File: config.mk
export PLATFORM = sky130hd
export DESIGN_NAME = apc_proc_cfg
export DESIGN_NICKNAME = d
export VERILOG_FILES = /design/src/hdl/apc_pkg.sv /design/src/hdl/apc_proc_cfg.sv /design/src/hdl/apc_phase_delay.sv
export SDC_FILE = /design/constraint.sdc
export NUM_CORES = 1
export LEC_CHECK = 0
export BUFFER_PORTS_ARGS = -buffer_cell sky130_fd_sc_hd__buf_2
export CORE_ASPECT_RATIO = 1.25
export CORE_MARGIN = 4
export CORE_UTILIZATION = 35
export DETAILED_ROUTE_END_ITERATION = 12
export HOLD_SLACK_MARGIN = 0.03
export PLACE_DENSITY = 0.48
export SYNTH_ARGS = -nofsm -noshare
export SYNTH_HDL_FRONTEND = slang
export SYNTH_HIERARCHICAL = 1
export SYNTH_SLANG_ARGS = --single-unit
File: constraint.sdc
create_clock -name i_clk_sys -period 4.4 [get_ports i_clk_sys]
set_input_delay 0.88 -clock i_clk_sys [delete_from_list [all_inputs] [get_ports i_clk_sys]]
set_output_delay 0.88 -clock i_clk_sys [all_outputs]
set_load 0.02 [all_outputs]
File: src/hdl/apc_pkg.sv
package apc_pkg;

	localparam int unsigned NUM_CH     = 4;
	localparam int unsigned SAMPLE_W   = 16;
	localparam int unsigned TRIM_DEPTH = 256;

	localparam logic [7:0] ADDR_PHASE_TRIM = 8'h4F;
	localparam logic [7:0] ADDR_PROC_A     = 8'h6B;
	localparam logic [7:0] ADDR_PROC_B     = 8'h6C;

	localparam logic [7:0] RST_PHASE_TRIM = 8'h00;
	localparam logic [7:0] RST_PROC_A     = 8'h01;
	localparam logic [7:0] RST_PROC_B     = 8'h40;
	localparam logic [7:0] RD_UNMAPPED    = 8'h00;

	// Processing config A fields
	localparam int unsigned A_VOL_LOCK  = 7;
	localparam int unsigned A_ENH_ALGO  = 6;
	localparam int unsigned A_DECIM_HI  = 5;
	localparam int unsigned A_DECIM_LO  = 4;
	localparam int unsigned A_SUM_HI    = 3;
	localparam int unsigned A_SUM_LO    = 2;
	localparam int unsigned A_HP_HI     = 1;
	localparam int unsigned A_HP_LO     = 0;

	// Processing config B fields
	localparam int unsigned B_SHARED_VOL = 7;
	localparam int unsigned B_BIQ_HI     = 6;
	localparam int unsigned B_BIQ_LO     = 5;
	localparam int unsigned B_RAMP_BYP   = 4;
	localparam int unsigned B_LOOP_SEL   = 3;
	localparam int unsigned B_COMP_EN    = 1;
	localparam int unsigned B_CLIP_GUARD = 0;

	localparam logic [7:0] VOL_MUTE_CODE = 8'h00;
	localparam logic [7:0] VOL_STEP      = 8'h01;

	typedef enum logic [1:0] {
		APC_DECIM_LINEAR    = 2'b00,
		APC_DECIM_LOW_LAT   = 2'b01,
		APC_DECIM_ULTRA_LOW = 2'b10
	} apc_decim_t;

	typedef enum logic [1:0] {
		APC_SUM_OFF  = 2'b00,
		APC_SUM_PAIR = 2'b01
	} apc_sum_t;

	typedef enum logic [1:0] {
		APC_HP_CUSTOM   = 2'b00,
		APC_HP_F_00025  = 2'b01,
		APC_HP_F_002    = 2'b10,
		APC_HP_F_008    = 2'b11
	} apc_hp_t;

	typedef enum logic [1:0] {
		APC_LVL_NONE     = 2'b00,
		APC_LVL_ENHANCER = 2'b01,
		APC_LVL_GAINLOOP = 2'b10,
		APC_LVL_COMPRESS = 2'b11
	} apc_lvl_t;

endpackage

File: src/hdl/apc_proc_cfg.sv
`timescale 1ns/100ps
module apc_proc_cfg
(
	input  wire logic                                   i_clk_sys,
	input  wire logic                                   i_rst_b,
	input  wire logic                                   i_reg_wr,
	input  wire logic                                   i_reg_rd,
	input  wire logic [7:0]                             i_reg_addr,
	input  wire logic [7:0]                             i_reg_wdata,
	output logic      [7:0]                             o_reg_rdata,
	input  wire logic                                   i_adc_powered,
	input  wire logic                                   i_mod_tick,
	input  wire logic                                   i_ch4_mod_bit,
	output logic                                        o_ch4_mod_bit,
	input  wire logic                                   i_sample_tick,
	input  wire logic [apc_pkg::SAMPLE_W-1:0]           i_ch1_sample,
	input  wire logic [apc_pkg::SAMPLE_W-1:0]           i_ch2_sample,
	output logic      [apc_pkg::SAMPLE_W-1:0]           o_ch1_out_sample,
	input  wire logic [apc_pkg::NUM_CH-1:0][7:0]        i_channel_volume_code,
	input  wire logic [apc_pkg::NUM_CH-1:0]             i_channel_range_enhance_enable,
	input  wire logic [apc_pkg::NUM_CH-1:0]             i_ch_gain_above_0db,
	output logic      [apc_pkg::NUM_CH-1:0][7:0]        o_ch_volume_applied,
	output logic      [apc_pkg::NUM_CH-1:0]             o_ch_mute,
	output apc_pkg::apc_lvl_t [apc_pkg::NUM_CH-1:0]     o_ch_level_mode,
	output logic      [apc_pkg::NUM_CH-1:0]             o_ch_clip_guard_on,
	output logic                                        o_enhanced_level_algorithms,
	output apc_pkg::apc_decim_t                         o_decimator_response_select,
	output apc_pkg::apc_hp_t                            o_highpass_select,
	output logic                                        o_highpass_custom,
	output logic      [2:0]                             o_biquad_enable
);

	logic [7:0] trim_q;
	logic [7:0] cfg_a_q;
	logic [7:0] cfg_b_q;
	logic [7:0] rdata_q;

	logic       hit_trim;
	logic       hit_a;
	logic       hit_b;
	logic [7:0] rd_mux;

	logic       volume_lock;
	logic       volume_frozen;
	logic       shared_volume;
	logic       ramp_bypass;
	logic       loop_sel;
	logic       comp_en;
	logic       clip_guard;
	logic [1:0] biq_count;

	// Register decode and read mux
	assign hit_trim = (i_reg_addr == apc_pkg::ADDR_PHASE_TRIM);
	assign hit_a    = (i_reg_addr == apc_pkg::ADDR_PROC_A);
	assign hit_b    = (i_reg_addr == apc_pkg::ADDR_PROC_B);

	always_comb
	begin
		if (hit_trim)
			rd_mux = trim_q;
		else if (hit_a)
			rd_mux = cfg_a_q;
		else if (hit_b)
			rd_mux = cfg_b_q;
		else
			rd_mux = apc_pkg::RD_UNMAPPED;
	end

	always_ff @(posedge i_clk_sys)
	begin
		if (!i_rst_b)
		begin
			trim_q  <= apc_pkg::RST_PHASE_TRIM;
			cfg_a_q <= apc_pkg::RST_PROC_A;
			cfg_b_q <= apc_pkg::RST_PROC_B;
		end
		else if (i_reg_wr)
		begin
			if (hit_trim)
				trim_q <= i_reg_wdata;
			if (hit_a)
				cfg_a_q <= i_reg_wdata;
			if (hit_b)
				cfg_b_q <= i_reg_wdata;
		end
	end

	always_ff @(posedge i_clk_sys)
	begin
		if (!i_rst_b)
			rdata_q <= apc_pkg::RD_UNMAPPED;
		else if (i_reg_rd)
			rdata_q <= rd_mux;
	end

	assign o_reg_rdata = rdata_q;

	// Field extraction
	assign volume_lock   = cfg_a_q[apc_pkg::A_VOL_LOCK];
	assign volume_frozen = volume_lock && i_adc_powered;
	assign shared_volume = cfg_b_q[apc_pkg::B_SHARED_VOL];
	assign ramp_bypass   = cfg_b_q[apc_pkg::B_RAMP_BYP];
	assign loop_sel      = cfg_b_q[apc_pkg::B_LOOP_SEL];
	assign comp_en       = cfg_b_q[apc_pkg::B_COMP_EN];
	assign clip_guard    = cfg_b_q[apc_pkg::B_CLIP_GUARD];
	assign biq_count     = cfg_b_q[apc_pkg::B_BIQ_HI:apc_pkg::B_BIQ_LO];

	// Channel four phase trim
	apc_phase_delay u_phase_delay
	(
		.i_clk_sys  (i_clk_sys),
		.i_rst_b    (i_rst_b),
		.i_mod_tick (i_mod_tick),
		.i_mod_bit  (i_ch4_mod_bit),
		.i_trim     (trim_q),
		.o_mod_bit  (o_ch4_mod_bit)
	);

	// Pair summing
	logic signed [apc_pkg::SAMPLE_W:0]   pair_sum;
	logic        [apc_pkg::SAMPLE_W-1:0] pair_avg;
	logic        [apc_pkg::SAMPLE_W-1:0] ch1_out_d;
	logic        [apc_pkg::SAMPLE_W-1:0] ch1_out_q;

	assign pair_sum  = $signed({i_ch1_sample[apc_pkg::SAMPLE_W-1], i_ch1_sample})
	                 + $signed({i_ch2_sample[apc_pkg::SAMPLE_W-1], i_ch2_sample});
	assign pair_avg  = pair_sum[apc_pkg::SAMPLE_W:1];
	assign ch1_out_d = (cfg_a_q[apc_pkg::A_SUM_HI:apc_pkg::A_SUM_LO] == apc_pkg::APC_SUM_PAIR)
	                 ? pair_avg : i_ch1_sample;

	always_ff @(posedge i_clk_sys)
	begin
		if (!i_rst_b)
			ch1_out_q <= '0;
		else if (i_sample_tick)
			ch1_out_q <= ch1_out_d;
	end

	assign o_ch1_out_sample = ch1_out_q;

	// Static selections
	logic                enh_q;
	apc_pkg::apc_decim_t decim_q;
	apc_pkg::apc_hp_t    hp_q;
	logic                hp_custom_q;
	logic [2:0]          biq_en_d;
	logic [2:0]          biq_en_q;

	assign biq_en_d = (biq_count == 2'b00) ? 3'h0 :
	                  (biq_count == 2'b01) ? 3'h1 :
	                  (biq_count == 2'b10) ? 3'h3 : 3'h7;

	always_ff @(posedge i_clk_sys)
	begin
		if (!i_rst_b)
		begin
			enh_q       <= 1'b0;
			decim_q     <= apc_pkg::APC_DECIM_LINEAR;
			hp_q        <= apc_pkg::APC_HP_F_00025;
			hp_custom_q <= 1'b0;
			biq_en_q    <= 3'h3;
		end
		else
		begin
			enh_q       <= cfg_a_q[apc_pkg::A_ENH_ALGO];
			decim_q     <= apc_pkg::apc_decim_t'(cfg_a_q[apc_pkg::A_DECIM_HI:apc_pkg::A_DECIM_LO]);
			hp_q        <= apc_pkg::apc_hp_t'(cfg_a_q[apc_pkg::A_HP_HI:apc_pkg::A_HP_LO]);
			hp_custom_q <= (cfg_a_q[apc_pkg::A_HP_HI:apc_pkg::A_HP_LO] == apc_pkg::APC_HP_CUSTOM);
			biq_en_q    <= biq_en_d;
		end
	end

	assign o_enhanced_level_algorithms = enh_q;
	assign o_decimator_response_select = decim_q;
	assign o_highpass_select           = hp_q;
	assign o_highpass_custom           = hp_custom_q;
	assign o_biquad_enable             = biq_en_q;

	// Per-channel volume, level mode and clip guard
	genvar c;
	generate
		for (c = 0; c < apc_pkg::NUM_CH; c++)
		begin : g_ch
			logic [7:0]        target;
			logic [7:0]        accepted_q;
			logic [7:0]        cur_q;
			logic [7:0]        cur_d;
			logic              mute_q;
			apc_pkg::apc_lvl_t mode_d;
			apc_pkg::apc_lvl_t mode_q;
			logic              clip_q;

			assign target = shared_volume ? i_channel_volume_code[0]
			                              : i_channel_volume_code[c];

			assign cur_d = ramp_bypass               ? accepted_q :
			               (cur_q < accepted_q)      ? cur_q + apc_pkg::VOL_STEP :
			               (cur_q > accepted_q)      ? cur_q - apc_pkg::VOL_STEP :
			               cur_q;

			assign mode_d = comp_en ? apc_pkg::APC_LVL_COMPRESS :
			                !i_channel_range_enhance_enable[c] ? apc_pkg::APC_LVL_NONE :
			                loop_sel ? apc_pkg::APC_LVL_GAINLOOP
			                         : apc_pkg::APC_LVL_ENHANCER;

			always_ff @(posedge i_clk_sys)
			begin
				if (!i_rst_b)
				begin
					accepted_q <= apc_pkg::VOL_MUTE_CODE;
					cur_q      <= apc_pkg::VOL_MUTE_CODE;
					mute_q     <= 1'b1;
					mode_q     <= apc_pkg::APC_LVL_NONE;
					clip_q     <= 1'b0;
				end
				else
				begin
					if (!volume_frozen)
						accepted_q <= target;
					if (i_sample_tick)
					begin
						cur_q  <= cur_d;
						mute_q <= (cur_d == apc_pkg::VOL_MUTE_CODE);
					end
					mode_q <= mode_d;
					clip_q <= clip_guard && i_ch_gain_above_0db[c]
					          && (mode_d != apc_pkg::APC_LVL_NONE);
				end
			end

			assign o_ch_volume_applied[c] = cur_q;
			assign o_ch_mute[c]           = mute_q;
			assign o_ch_level_mode[c]     = mode_q;
			assign o_ch_clip_guard_on[c]  = clip_q;
		end
	endgenerate

endmodule // apc_proc_cfg

File: src/hdl/apc_phase_delay.sv
`timescale 1ns/100ps
module apc_phase_delay
(
	input  wire logic       i_clk_sys,
	input  wire logic       i_rst_b,
	input  wire logic       i_mod_tick,
	input  wire logic       i_mod_bit,
	input  wire logic [7:0] i_trim,
	output logic            o_mod_bit
);

	localparam int unsigned TRIM_LAST = apc_pkg::TRIM_DEPTH - 1;

	logic [TRIM_LAST:0] mem_q;
	logic [7:0]         wr_ptr_q;
	logic [7:0]         rd_ptr;
	logic               delayed_bit;
	logic               out_d;
	logic               out_q;

	assign rd_ptr      = wr_ptr_q - i_trim;
	assign delayed_bit = mem_q[rd_ptr];
	assign out_d       = (i_trim == 8'h00) ? i_mod_bit : delayed_bit;

	genvar g;
	generate
		for (g = 0; g < apc_pkg::TRIM_DEPTH; g++)
		begin : g_cell
			always_ff @(posedge i_clk_sys)
			begin
				if (!i_rst_b)
					mem_q[g] <= 1'b0;
				else if (i_mod_tick && (wr_ptr_q == 8'(g)))
					mem_q[g] <= i_mod_bit;
			end
		end
	endgenerate

	always_ff @(posedge i_clk_sys)
	begin
		if (!i_rst_b)
		begin
			wr_ptr_q <= 8'h00;
			out_q    <= 1'b0;
		end
		else if (i_mod_tick)
		begin
			wr_ptr_q <= wr_ptr_q + 8'h01;
			out_q    <= out_d;
		end
	end

	assign o_mod_bit = out_q;

endmodule // apc_phase_delay

==> metrics.txt, run 1 <==
post-placement worst setup slack 0.704 ns; biggest area consumer among synthesized cells dfxtp_1; number of different library cells in the post-synthesis netlist 91; area added between synthesis and finish 13.8%; clock tree from TritonCTS built; pwr/cell area 364 nW/µm²; DPL Wire Length 54400 µm; final clock skew 0.0186 ns; shortest period the worst path allows 3.76 ns; wire length after detailed routing 83100 µm; Avg Vias per Cell 5.86; number of antenna violations at the first check in global routing 2; proportion of power drawn by the clock network 42.9%; Cell Int Power 0.00653 W; count of synthesis-stage warnings from yosys 6; data arrival time of the critical path 4.23 ns; # Max-Cap Violations 0; relative contribution of combinational cells to total power 15.0%; CTS H-Tree Depth 2; net count of the mapped netlist 2807; sequential area share after synthesis 36.7%; hold depth 2; Sink Count 402; hold-fix buffer count after cts 0; clock-pin slew of the registers on the worst-case setup and hold paths 0.06 ns; cell at the root of the clock tree clkbuf_16; remaining antenna violation count 0; remaining global-route overflow 0; DIE AREA 66800 µm²; worst min-delay path class flip-flop to flip-flop; number of enable-type register cells in the synthesized netlist 0; final number of hold-violating endpoints 0; Setup crit start kind flip-flop; global-route wire length before repair 127000 µm; net switching share of the total power 28.2%; Inserted Clock Buffers 46; pin count of the biggest net entering global routing 133; highest clock rate 0.266 GHz; most instantiated flip-flop cell in the synthesis netlist dfxtp_1; most common library cell in the layout ignoring fill and taps dfxtp_1; sort of element at the end of the critical path flip-flop; Die Y 288 µm; count of final setup violators 0; flops & latches, synth 402; share of final-layout standard cells stronger than drive strength 1 14.9%; net switching power figure 0.00256 W; sequential share of power 42.2%; actual transition at the worst max-transition pin 1.39 ns; number of buffer cells added on primary ports 177; routability congestion estimate 0.877; IO Count 178; number of remaining DRC errors 0; buffers inserted during post-CTS setup optimization 0; buffer levels on the longest clock path 3; worst setup path class flip-flop to flip-flop; count of TritonRoute iterations in the first routing pass 5; final routed wire length divided by cell count 23.4 µm; total routing usage reported by global routing 24.1%; Static Leak 8.96 nW; Mean Syn Cell Area 8.30 µm²; FF-to-FF path depth 11; status complete, no violations; RSZ-0062 raised after global routing false; number of instances in the synthesized netlist 2642; clock latency reported for the late side of the worst-skew pair 0.59 ns; remaining max-slew budget at the tightest pin 7.22%; Core Box Area 62000 µm²; share of Yosys cell area claimed by the top area cell type 36.7%; leading cell types by total area after synthesis dfxtp_1 (37%), a21boi_0 (8.7%), nand3_1 (7.4%), o21ai_0 (7.1%), mux4_2 (4.8%); Placement Rows 102; initial standard-cell utilization of the core 35.4%; Iteration-0 DRC Markers 1977; fin crit share 85.5%; routed via count 20800; CP required 4.86 ns; Fin Setup TNS 0 ns; Worst Slack Setup Final 0.636 ns; Die Width 232 µm; Netlist Area Pre-Place 21900 µm²; Final Max Slew Viols 0; peak ir drop on the vdd network 0.245 mV; via count of the first global-routing pass 20400; # nets final 2853; leading cell types in the layout, fill and taps excluded dfxtp_1 (401), nand3_1 (326), o21ai_0 (313); post_cts resized 0; maximum fanout along the worst path 12; async set-reset flop share out of synthesis 0%
final timing paths:
path                                  start                       to  slack, ns
hold reg to reg                  cfg_b_q[2]               cfg_b_q[2]       0.46
setup / recovery  u_phase_delay/wr_ptr_q[0]  u_phase_delay/o_mod_bit       0.64
hold / removal                   cfg_b_q[2]               cfg_b_q[2]       0.46
setup reg to reg  u_phase_delay/wr_ptr_q[0]  u_phase_delay/o_mod_bit       0.64
worst max-delay path: stages, from the launching register on:
cell      delay (ns)
dfxtp_1         0.44
inv_1           0.14
ha_1            0.22
fa_2            0.82
buf_4           0.34
nor2b_1         0.65
a22oi_1         0.20
nand4_1         0.14
o311ai_1        0.11
o22ai_1         0.29
a311o_1         0.22
o31ai_1         0.07
synthesized netlist by cell type (all sizes together), types with 10 or more instances:
master  count
dfxtp     402
nand3     327
o21ai     322
a21boi    253
nand2     220
clkbuf    196
nor2      104
a21oi      96
ha         67
inv        60
mux4       47
buf        44
mux2i      44
a31oi      40
a211oi     36
nand2b     36
and2       32
nor3       31
o211ai     25
nand4      24
xnor2      23
nor2b      21
or3        14
a21o       13
and3       11
o21a       11
a22oi      10
nor4       10
o211a      10
sequential cells by signal, summed over array words and instances (netlist names):
name / cells
o_enhanced_level_algorithms: 1
g_ch.mode_q: 8
trim_q: 8
o_biquad_enable: 3
o_ch1_out_sample: 16
u_phase_delay/o_mod_bit: 1
g_ch.accepted_q: 32
g_ch.clip_q: 4
o_decimator_response_select: 2
g_ch.cur_q: 32
u_phase_delay/mem_q: 256
o_highpass_select: 2
cfg_a_q: 8
u_phase_delay/wr_ptr_q: 8
o_reg_rdata: 8
g_ch.mute_q: 4
o_highpass_custom: 1
cfg_b_q: 8
per-stage QoR:
stage | utilization (%) | total power (W) | hold slack, ns | cells | area (µm²)
global placement | 37.8 | 0.00524 | 0.448 | 3472 | 23500
CTS | 40.2 | 0.00918 | 0.460 | 3553 | 24900
detailed placement | 37.8 | 0.00526 | 0.455 | 3472 | 23500
global route | 40.2 | 0.00946 | 0.490 | 3554 | 24900
floorplan | - | 0.00484 | 0.421 | 2642 | 21900
finish | 40.2 | 0.00909 | 0.461 | 3555 | 24900
cell type report:
class | instances | area, µm²
flip-flops and latches | 402 | 8050
clock buffers | 69 | 1350
diodes | 2 | 5.00
clock inverters | 12 | 143
well taps | 832 | 1040
multi-input cells | 1937 | 12700
repair buffers | 238 | 1410
inverters | 63 | 236
fillers | 6381 | 37100
per-layer routing:
layer / track usage [%] / vias to the layer above / wire (µm)
li1: - / 9700 / -
met1: 29.3 / 10300 / 34000
met2: 42.7 / 693 / 41200
met3: 3.64 / 180 / 4440
met4: 9.36 / 0 / 3550
met5: 0 / - / 0
power groups by stage:
stage | logic, W | registers [W] | clock network [W]
final | 0.00136 | 0.00383 | 0.00390
after global routing | 0.00149 | 0.00384 | 0.00412
after CTS | 0.00136 | 0.00383 | 0.00400
after detailed placement | 0.00135 | 0.00391 | 0
after global placement | 0.00133 | 0.00391 | 0
after floorplan | 0.000911 | 0.00392 | 0
kinds of logic after synthesis:
logic type / synth area share [%]
simple gates: 19.3
xor+xnor: 1.19
mux: 6.89
flops: 36.7
buf+inv: 5.50
compound gates: 26.4
fa+ha+maj: 4.01
(Power assumes the default switching activity.)
==> run 2: changes to the inputs <==
ABC_AREA = 1   (was not set)
CORE_ASPECT_RATIO = 0.9   (was 1.25)
CTS_CLUSTER_DIAMETER = 60   (was not set)
==> metrics.txt, run 2 <==
status complete, no violations; shortest period the worst path allows 3.44 ns (-0.327 ns); global-route wire length before repair 115000 µm (-9.0%); final routed wire length divided by cell count 18.3 µm (-22%); IO Count 178 (unchanged); share of final-layout standard cells stronger than drive strength 1 12.4% (-2.5 points); pin count of the biggest net entering global routing 142 (+6.8%); sequential share of power 39.7% (-2.5 points); sort of element at the end of the critical path flip-flop; clock tree from TritonCTS built; Static Leak 10.4 nW (+16%); FF-to-FF path depth 18 (+7); Core Box Area 61700 µm² (-0.59%); share of Yosys cell area claimed by the top area cell type 36.7% (-0.040 points); proportion of power drawn by the clock network 44.4% (+1.5 points); net count of the mapped netlist 3280 (+17%); Placement Rows 86 (-16%); Avg Vias per Cell 5.39 (-7.9%); Final Max Slew Viols 0 (unchanged); clock-pin slew of the registers on the worst-case setup and hold paths 0.06 ns (about the same); area added between synthesis and finish 13.5%; relative contribution of combinational cells to total power 15.9% (+0.9 points); net switching power figure 0.00280 W (+9.1%); final clock skew 0.0198 ns (+0.00127 ns); Largest register FFs 256 (unchanged); number of antenna violations at the first check in global routing 0 (-2); via count of the first global-routing pass 20300 (-0.61%); Ant. Diodes 0 (-2); Iteration-0 DRC Markers 1592 (-19%); xor and xnor fraction of the mapped netlist area 0.473% (-0.72 points); number of different library cells in the post-synthesis netlist 49 (-46%); biggest area consumer among synthesized cells dfxtp_1; cell at the root of the clock tree clkbuf_16; hold depth 2 (unchanged); most instantiated flip-flop cell in the synthesis netlist dfxtp_1; Worst R2R Setup Slack 0.96 ns (+0.33 ns); delay of the slowest cell on the worst path 0.54 ns (-0.28 ns); Die Width 272 µm (+17%); most common library cell in the layout ignoring fill and taps nand2_1; ordered cell list for the critical path inv_1, ha_1, fa_2, inv_2, buf_4, nor2_1, o21ai_0, nand2_1, nand2_1, nand3_1, nand3_1, nand3_1, nand3_1, nand2_1, nand2_1, nand3_1, nand2_1, a21oi_2; wire length after detailed routing 73500 µm (-12%); most common cell in the synthesized netlist nand2_1; remaining max-slew budget at the tightest pin 14.3% (+7.1 points); remaining global-route overflow 0 (unchanged); fin crit share 78.1% (-7.4 points); number of enable-type register cells in the synthesized netlist 0 (unchanged); Sink Count 402 (unchanged); net switching share of the total power 29.4% (+1.1 points); Most flops, register u_phase_delay/mem_q; data arrival time of the critical path 3.88 ns (-0.35 ns); slowest cell on the critical path inv_2; multiplexer fraction of the synthesized cell area 0% (-6.9 points); Inserted Clock Buffers 49 (+6.5%); actual transition at the worst max-transition pin 1.28 ns (-0.103 ns); Regs by FF count u_phase_delay/mem_q: 256 flops, g_ch.accepted_q: 32 flops, g_ch.cur_q: 32 flops; number of remaining DRC errors 0 (unchanged); # Max-Cap Violations 0 (unchanged); Mean Syn Cell Area 7.05 µm² (-15%); combinational family with the most area after synthesis compound AO/OA/AOI/OAI gates; leading cell types by total area after synthesis dfxtp_1 (37%), nand2_1 (12%), a311oi_1 (9.7%), a21oi_1 (8.6%), nand3_1 (5.6%); flops & latches, synth 402 (unchanged); instance count after placement with tap cells included 3919 (+13%); most frequent cells after synthesis nand2_1 (689), dfxtp_1 (402), a21oi_1 (376); total routing usage reported by global routing 21.2% (-2.9 points); hold-fix buffer count after cts 0 (unchanged); buffers inserted during post-CTS setup optimization 0 (unchanged); initial standard-cell utilization of the core 35.6% (+0.25 points); maximum fanout along the worst path 28 (+16); CP required 4.85 ns (about the same); worst min-delay path class flip-flop to flip-flop; async set-reset flop share out of synthesis 0% (unchanged); total of fill cells in the finished design 6529 (+2.3%); Netlist Area Pre-Place 22000 µm² (+0.11%); Die Y 246 µm (-15%); compound-cell area share of the yosys netlist 24.4% (-2.0 points); non-filler cells, final 4007 (+13%); RSZ-0062 raised after global routing false; DIE AREA 66800 µm² (about the same); final number of hold-violating endpoints 0 (unchanged); post-synthesis share of cell area spent on and, or, nand and nor gates 24.0% (+4.7 points); number of buffer cells added on primary ports 177 (unchanged); buffer levels on the longest clock path 3 (unchanged); highest clock rate 0.291 GHz (+9.5%); clock latency reported for the late side of the worst-skew pair 0.60 ns (about the same); count of synthesis-stage warnings from yosys 6 (unchanged); routability congestion estimate 0.854 (-2.7%); # nets final 3299 (+16%); leading cell types in the layout, fill and taps excluded nand2_1 (689), dfxtp_1 (402), a21oi_1 (376); count of final setup violators 0 (unchanged); sequential area share after synthesis 36.7% (-0.040 points); number of instances in the synthesized netlist 3115 (+18%); DPL Wire Length 45700 µm (-16%); Cell Int Power 0.00674 W (+3.2%); share of the core filled with cells in the final layout 40.4% (+0.18 points); routed via count 21600 (+3.8%); remaining antenna violation count 0 (unchanged); Fin Setup TNS 0 ns (unchanged); post_cts resized 0 (unchanged); CTS H-Tree Depth 2 (unchanged); count of TritonRoute iterations in the first routing pass 5 (unchanged); Setup crit start kind flip-flop; peak ir drop on the vdd network 0.271 mV (+11%); pwr/cell area 383 nW/µm² (+5.0%); worst setup path class flip-flop to flip-flop; share of synthesized cell area in full adder, half adder and majority cells 4.00% (-0.0043 points)
## run 2: critical path, delay by kind of cell, from the launching register on
family	cells	cell delay, ns
AOI/OAI and AO/OA	2	0.13
and+or+nand+nor	11	1.00
adders and majority gates	2	0.66
buffers and inverters	3	1.10
DFF	1	0.37
## run 2: layout make-up
class,count,area (µm²),share of cell area [%]
inverter,310,1180,4.72
tap,836,1050,4.20
timing repair buffer,220,1260,5.05
sequential,402,8050,32.3
clock buffer,68,1390,5.57
multi-input combinational,2151,11700,47.0
clock inverter,20,288,1.16
## run 2: worst paths after layout
| path | start | end |
|---|---|---|
| min | cfg_a_q[5] | o_decimator_response_select[1] |
| max reg2reg | u_phase_delay/wr_ptr_q[0] | u_phase_delay/o_mod_bit |
| max | u_phase_delay/wr_ptr_q[0] | u_phase_delay/o_mod_bit |
| min reg2reg | cfg_a_q[5] | o_decimator_response_select[1] |
## run 2: cells by family (layout without fill, tap and decap cells)
kind of cell    after synthesis  count (layout)
buf+inv                     562             618
flops                       402             402
fa+ha+maj                    69              69
simple gates               1227            1227
xor+xnor                     11              11
compound gates              844             844
## run 2: metrics by stage
step / setup slack, ns / hold WS (ns) / cell area [µm²] / power (W)
detailed placement: 0.992 / 0.427 / 23200 / 0.00537
global placement: 1.07 / 0.424 / 23200 / 0.00536
global route: 0.755 / 0.458 / 24900 / 0.00999
finish: 0.964 / 0.432 / 24900 / 0.00953
floorplan: 1.96 / 0.407 / 22000 / 0.00494
CTS: 0.975 / 0.435 / 24900 / 0.00966
## run 2: power groups by stage
stage,logic (W),registers (W),clock network (W)
after floorplan,0.00105,0.00389,0
after global placement,0.00150,0.00387,0
after detailed placement,0.00151,0.00387,0
after CTS,0.00151,0.00379,0.00436
after global routing,0.00170,0.00380,0.00449
final,0.00152,0.00379,0.00423
## run 2: metal layers
layer / vias to the layer above / GRT usage (%) / routed length, µm
met5: - / 0 / 0
met4: 0 / 5.67 / 1670
met3: 99 / 3.07 / 3930
met2: 553 / 34.0 / 32800
met1: 10200 / 29.9 / 35100
li1: 10700 / - / -
==> run 3: changes to the inputs <==
PLACE_DENSITY = 0.5   (was 0.48)
clock period = 3.05 ns   (was 4.4 ns; I/O delays follow)
==> metrics.txt, run 3 (synthesis gave the netlist of run 2 again) <==
Static Leak 10.7 nW (+2.8%); slowest cell on the critical path fa_2; Core Box Area 61700 µm² (unchanged); CTS H-Tree Depth 2 (unchanged); Worst Slack Setup Final 0.186 ns (-0.778 ns); FF-to-FF path depth 17 (-1); routability congestion estimate 0.879 (+2.9%); Sink Count 402 (unchanged); clock-pin slew of the registers on the worst-case setup and hold paths 0.06 ns (about the same); maximum fanout along the worst path 28 (unchanged); DPL Wire Length 47500 µm (+3.9%); post-placement worst setup slack 0.287 ns (-0.705 ns); leading cell types in the layout, fill and taps excluded nand2_1 (689), dfxtp_1 (402), a21oi_1 (376); initial standard-cell utilization of the core 35.6% (unchanged); clock tree from TritonCTS built; ordered cell list for the critical path inv_1, ha_1, fa_2, buf_4, buf_12, nand3_1, nand2_1, nand2_1, nand3_1, nand3_1, nand3_1, nand3_1, nand2_1, nand2_1, nand3_1, nand2_1, a21oi_2; worst reg2reg path endpoint u_phase_delay/o_mod_bit; cell area reported after detailed placement 23700 µm² (+1.9%); count of TritonRoute iterations in the first routing pass 7 (+2); final routed wire length divided by cell count 18.4 µm (+0.38%); most common library cell in the layout ignoring fill and taps nand2_1; count of final setup violators 0 (unchanged); data arrival time of the critical path 3.40 ns (-0.48 ns); Die Width 272 µm (unchanged); status complete, no violations; IO Count 178 (unchanged); Die Y 246 µm (unchanged); sort of element at the end of the critical path flip-flop; via count of the first global-routing pass 20900 (+2.7%); highest clock rate 0.349 GHz (+20%); clock latency reported for the late side of the worst-skew pair 0.61 ns (about the same); share of the core filled with cells in the final layout 41.2% (+0.77 points); final number of hold-violating endpoints 0 (unchanged); worst min-delay path class input port to flip-flop; post_cts resized 0 (unchanged); remaining global-route overflow 0 (unchanged); # Max-Cap Violations 0 (unchanged); area added between synthesis and finish 15.6%; global-route wire length before repair 118000 µm (+2.4%); wire length after detailed routing 74600 µm (+1.6%); pin count of the biggest net entering global routing 113 (-20%); buffer levels on the longest clock path 3 (unchanged); overall power consumption 0.0138 W (+45%); Final Max Slew Viols 0 (unchanged); Largest register FFs 256 (unchanged); number of remaining DRC errors 0 (unchanged); final clock skew 0.0301 ns (+0.0103 ns); worst setup path start u_phase_delay/wr_ptr_q[0]; end of the critical path u_phase_delay/o_mod_bit; actual transition at the worst max-transition pin 0.835 ns (-0.449 ns); Worst R2R Setup Slack 0.19 ns (-0.78 ns); total routing usage reported by global routing 21.6% (+0.38 points); beginning of the worst register-to-register path u_phase_delay/wr_ptr_q[0]; busiest metal layer after global routing met2; smallest hold slack 0.258 ns (-0.173 ns); number of buffer cells added on primary ports 177 (unchanged); remaining antenna violation count 0 (unchanged); routed via count 21900 (+1.2%); most repeated library cell on the critical path nand3_1; pwr/cell area 545 nW/µm² (+42%); Setup crit start kind flip-flop; Min-Delay Startpoint i_channel_range_enhance_enable[2]; remaining max-slew budget at the tightest pin 44.3% (+30 points); cell area after layout 25400 µm² (+1.9%); Placement Rows 86 (unchanged); DIE AREA 66800 µm² (unchanged); Regs by FF count u_phase_delay/mem_q: 256 flops, g_ch.accepted_q: 32 flops, g_ch.cur_q: 32 flops; met3 Resource Use GR 3.23% (+0.16 points); Most flops, register u_phase_delay/mem_q; shortest period the worst path allows 2.86 ns (-0.572 ns); number of antenna violations at the first check in global routing 3 (+3); met2 Use GR 35.4% (+1.5 points); Avg Vias per Cell 5.39 (about the same); peak ir drop on the vdd network 0.331 mV (+22%); cell at the root of the clock tree clkbuf_16; Iteration-0 DRC Markers 1672 (+5.0%); # nets final 3343 (+1.3%); share of final-layout standard cells stronger than drive strength 1 13.8% (+1.4 points); CP required 3.59 ns (-1.26 ns); fin crit share 93.9% (+16 points); Inserted Clock Buffers 49 (unchanged); delay of the slowest cell on the worst path 0.61 ns (+0.07 ns); met1 Usage GRT 29.8% (-0.11 points); worst setup path class flip-flop to flip-flop
==> run 3: cell types whose count changed in the layout (fill, tap and decap cells not counted), sizes merged <==
cell,delta
buf,+44
bufinv,-2
clkinvlp,-2
diode,+1
inv,+3
clkinv,+4
clkbuf,-1
==> run 3: metrics by stage <==
step | std cells | TNS (ns)
floorplan | 3115 | 0
CTS | 4052 | 0
global placement | 3962 | 0
global route | 4054 | -0.00140
finish | 4054 | 0
detailed placement | 3962 | 0
==> run 3: repair_timing <==
action	CTS	global route
setup buffers	0	1
hold endpoints to repair	0	0
hold buffers	0	0
setup endpoints to repair	0	1
==> run 3: per-layer routing <==
layer | share of wire [%] | vias to the layer above
li1 | - | 10800
met1 | 47 | 10400
met2 | 46 | 566
met3 | 5.4 | 99
met4 | 2.0 | 4
met5 | 0.028 | -
==> run 3: area by class of cell <==
| cell class | instances | area, µm² |
|---|---|---|
| Sequential cell | 402 | 8050 |
| Antenna cell | 1 | 2.50 |
| Timing Repair Buffer | 264 | 1710 |
| Multi-Input combinational cell | 2151 | 11700 |
| Inverter | 310 | 1180 |
| Fill cell | 6491 | 36300 |
| Tap cell | 836 | 1050 |
| Clock buffer | 67 | 1430 |
| Clock inverter | 23 | 265 |
==> run 3: how the worst min path moves through the flow <==
stage / endpoint / slack [ns] / cells after the start
6_report: g_ch[2].mode_q[0] / 0.26 / 3
4_1_cts: g_ch[2].mode_q[0] / 0.23 / 3
5_1_grt: cfg_a_q[0] / 0.24 / 3
3_3_place_gp: o_decimator_response_select[0] / 0.42 / 2
2_1_floorplan: o_decimator_response_select[0] / 0.41 / 2
3_5_place_dp: o_decimator_response_select[0] / 0.42 / 2
==> run 3: critical path: cells and delay by family, from the launching register on <==
family	cells	cell delay [ns]
AO/OA/AOI/OAI	1	0.11
flip-flops	1	0.38
buffers and inverters	3	0.41
AND/OR/NAND/NOR	11	1.04
adder cells (fa/ha/maj)	2	0.82
==> run 3: power by group <==
part           total, W  switching (W)  internal, W
registers       0.00547       0.000126      0.00535
clock network   0.00610        0.00247      0.00363
logic           0.00225        0.00151     0.000733
total            0.0138        0.00411      0.00971
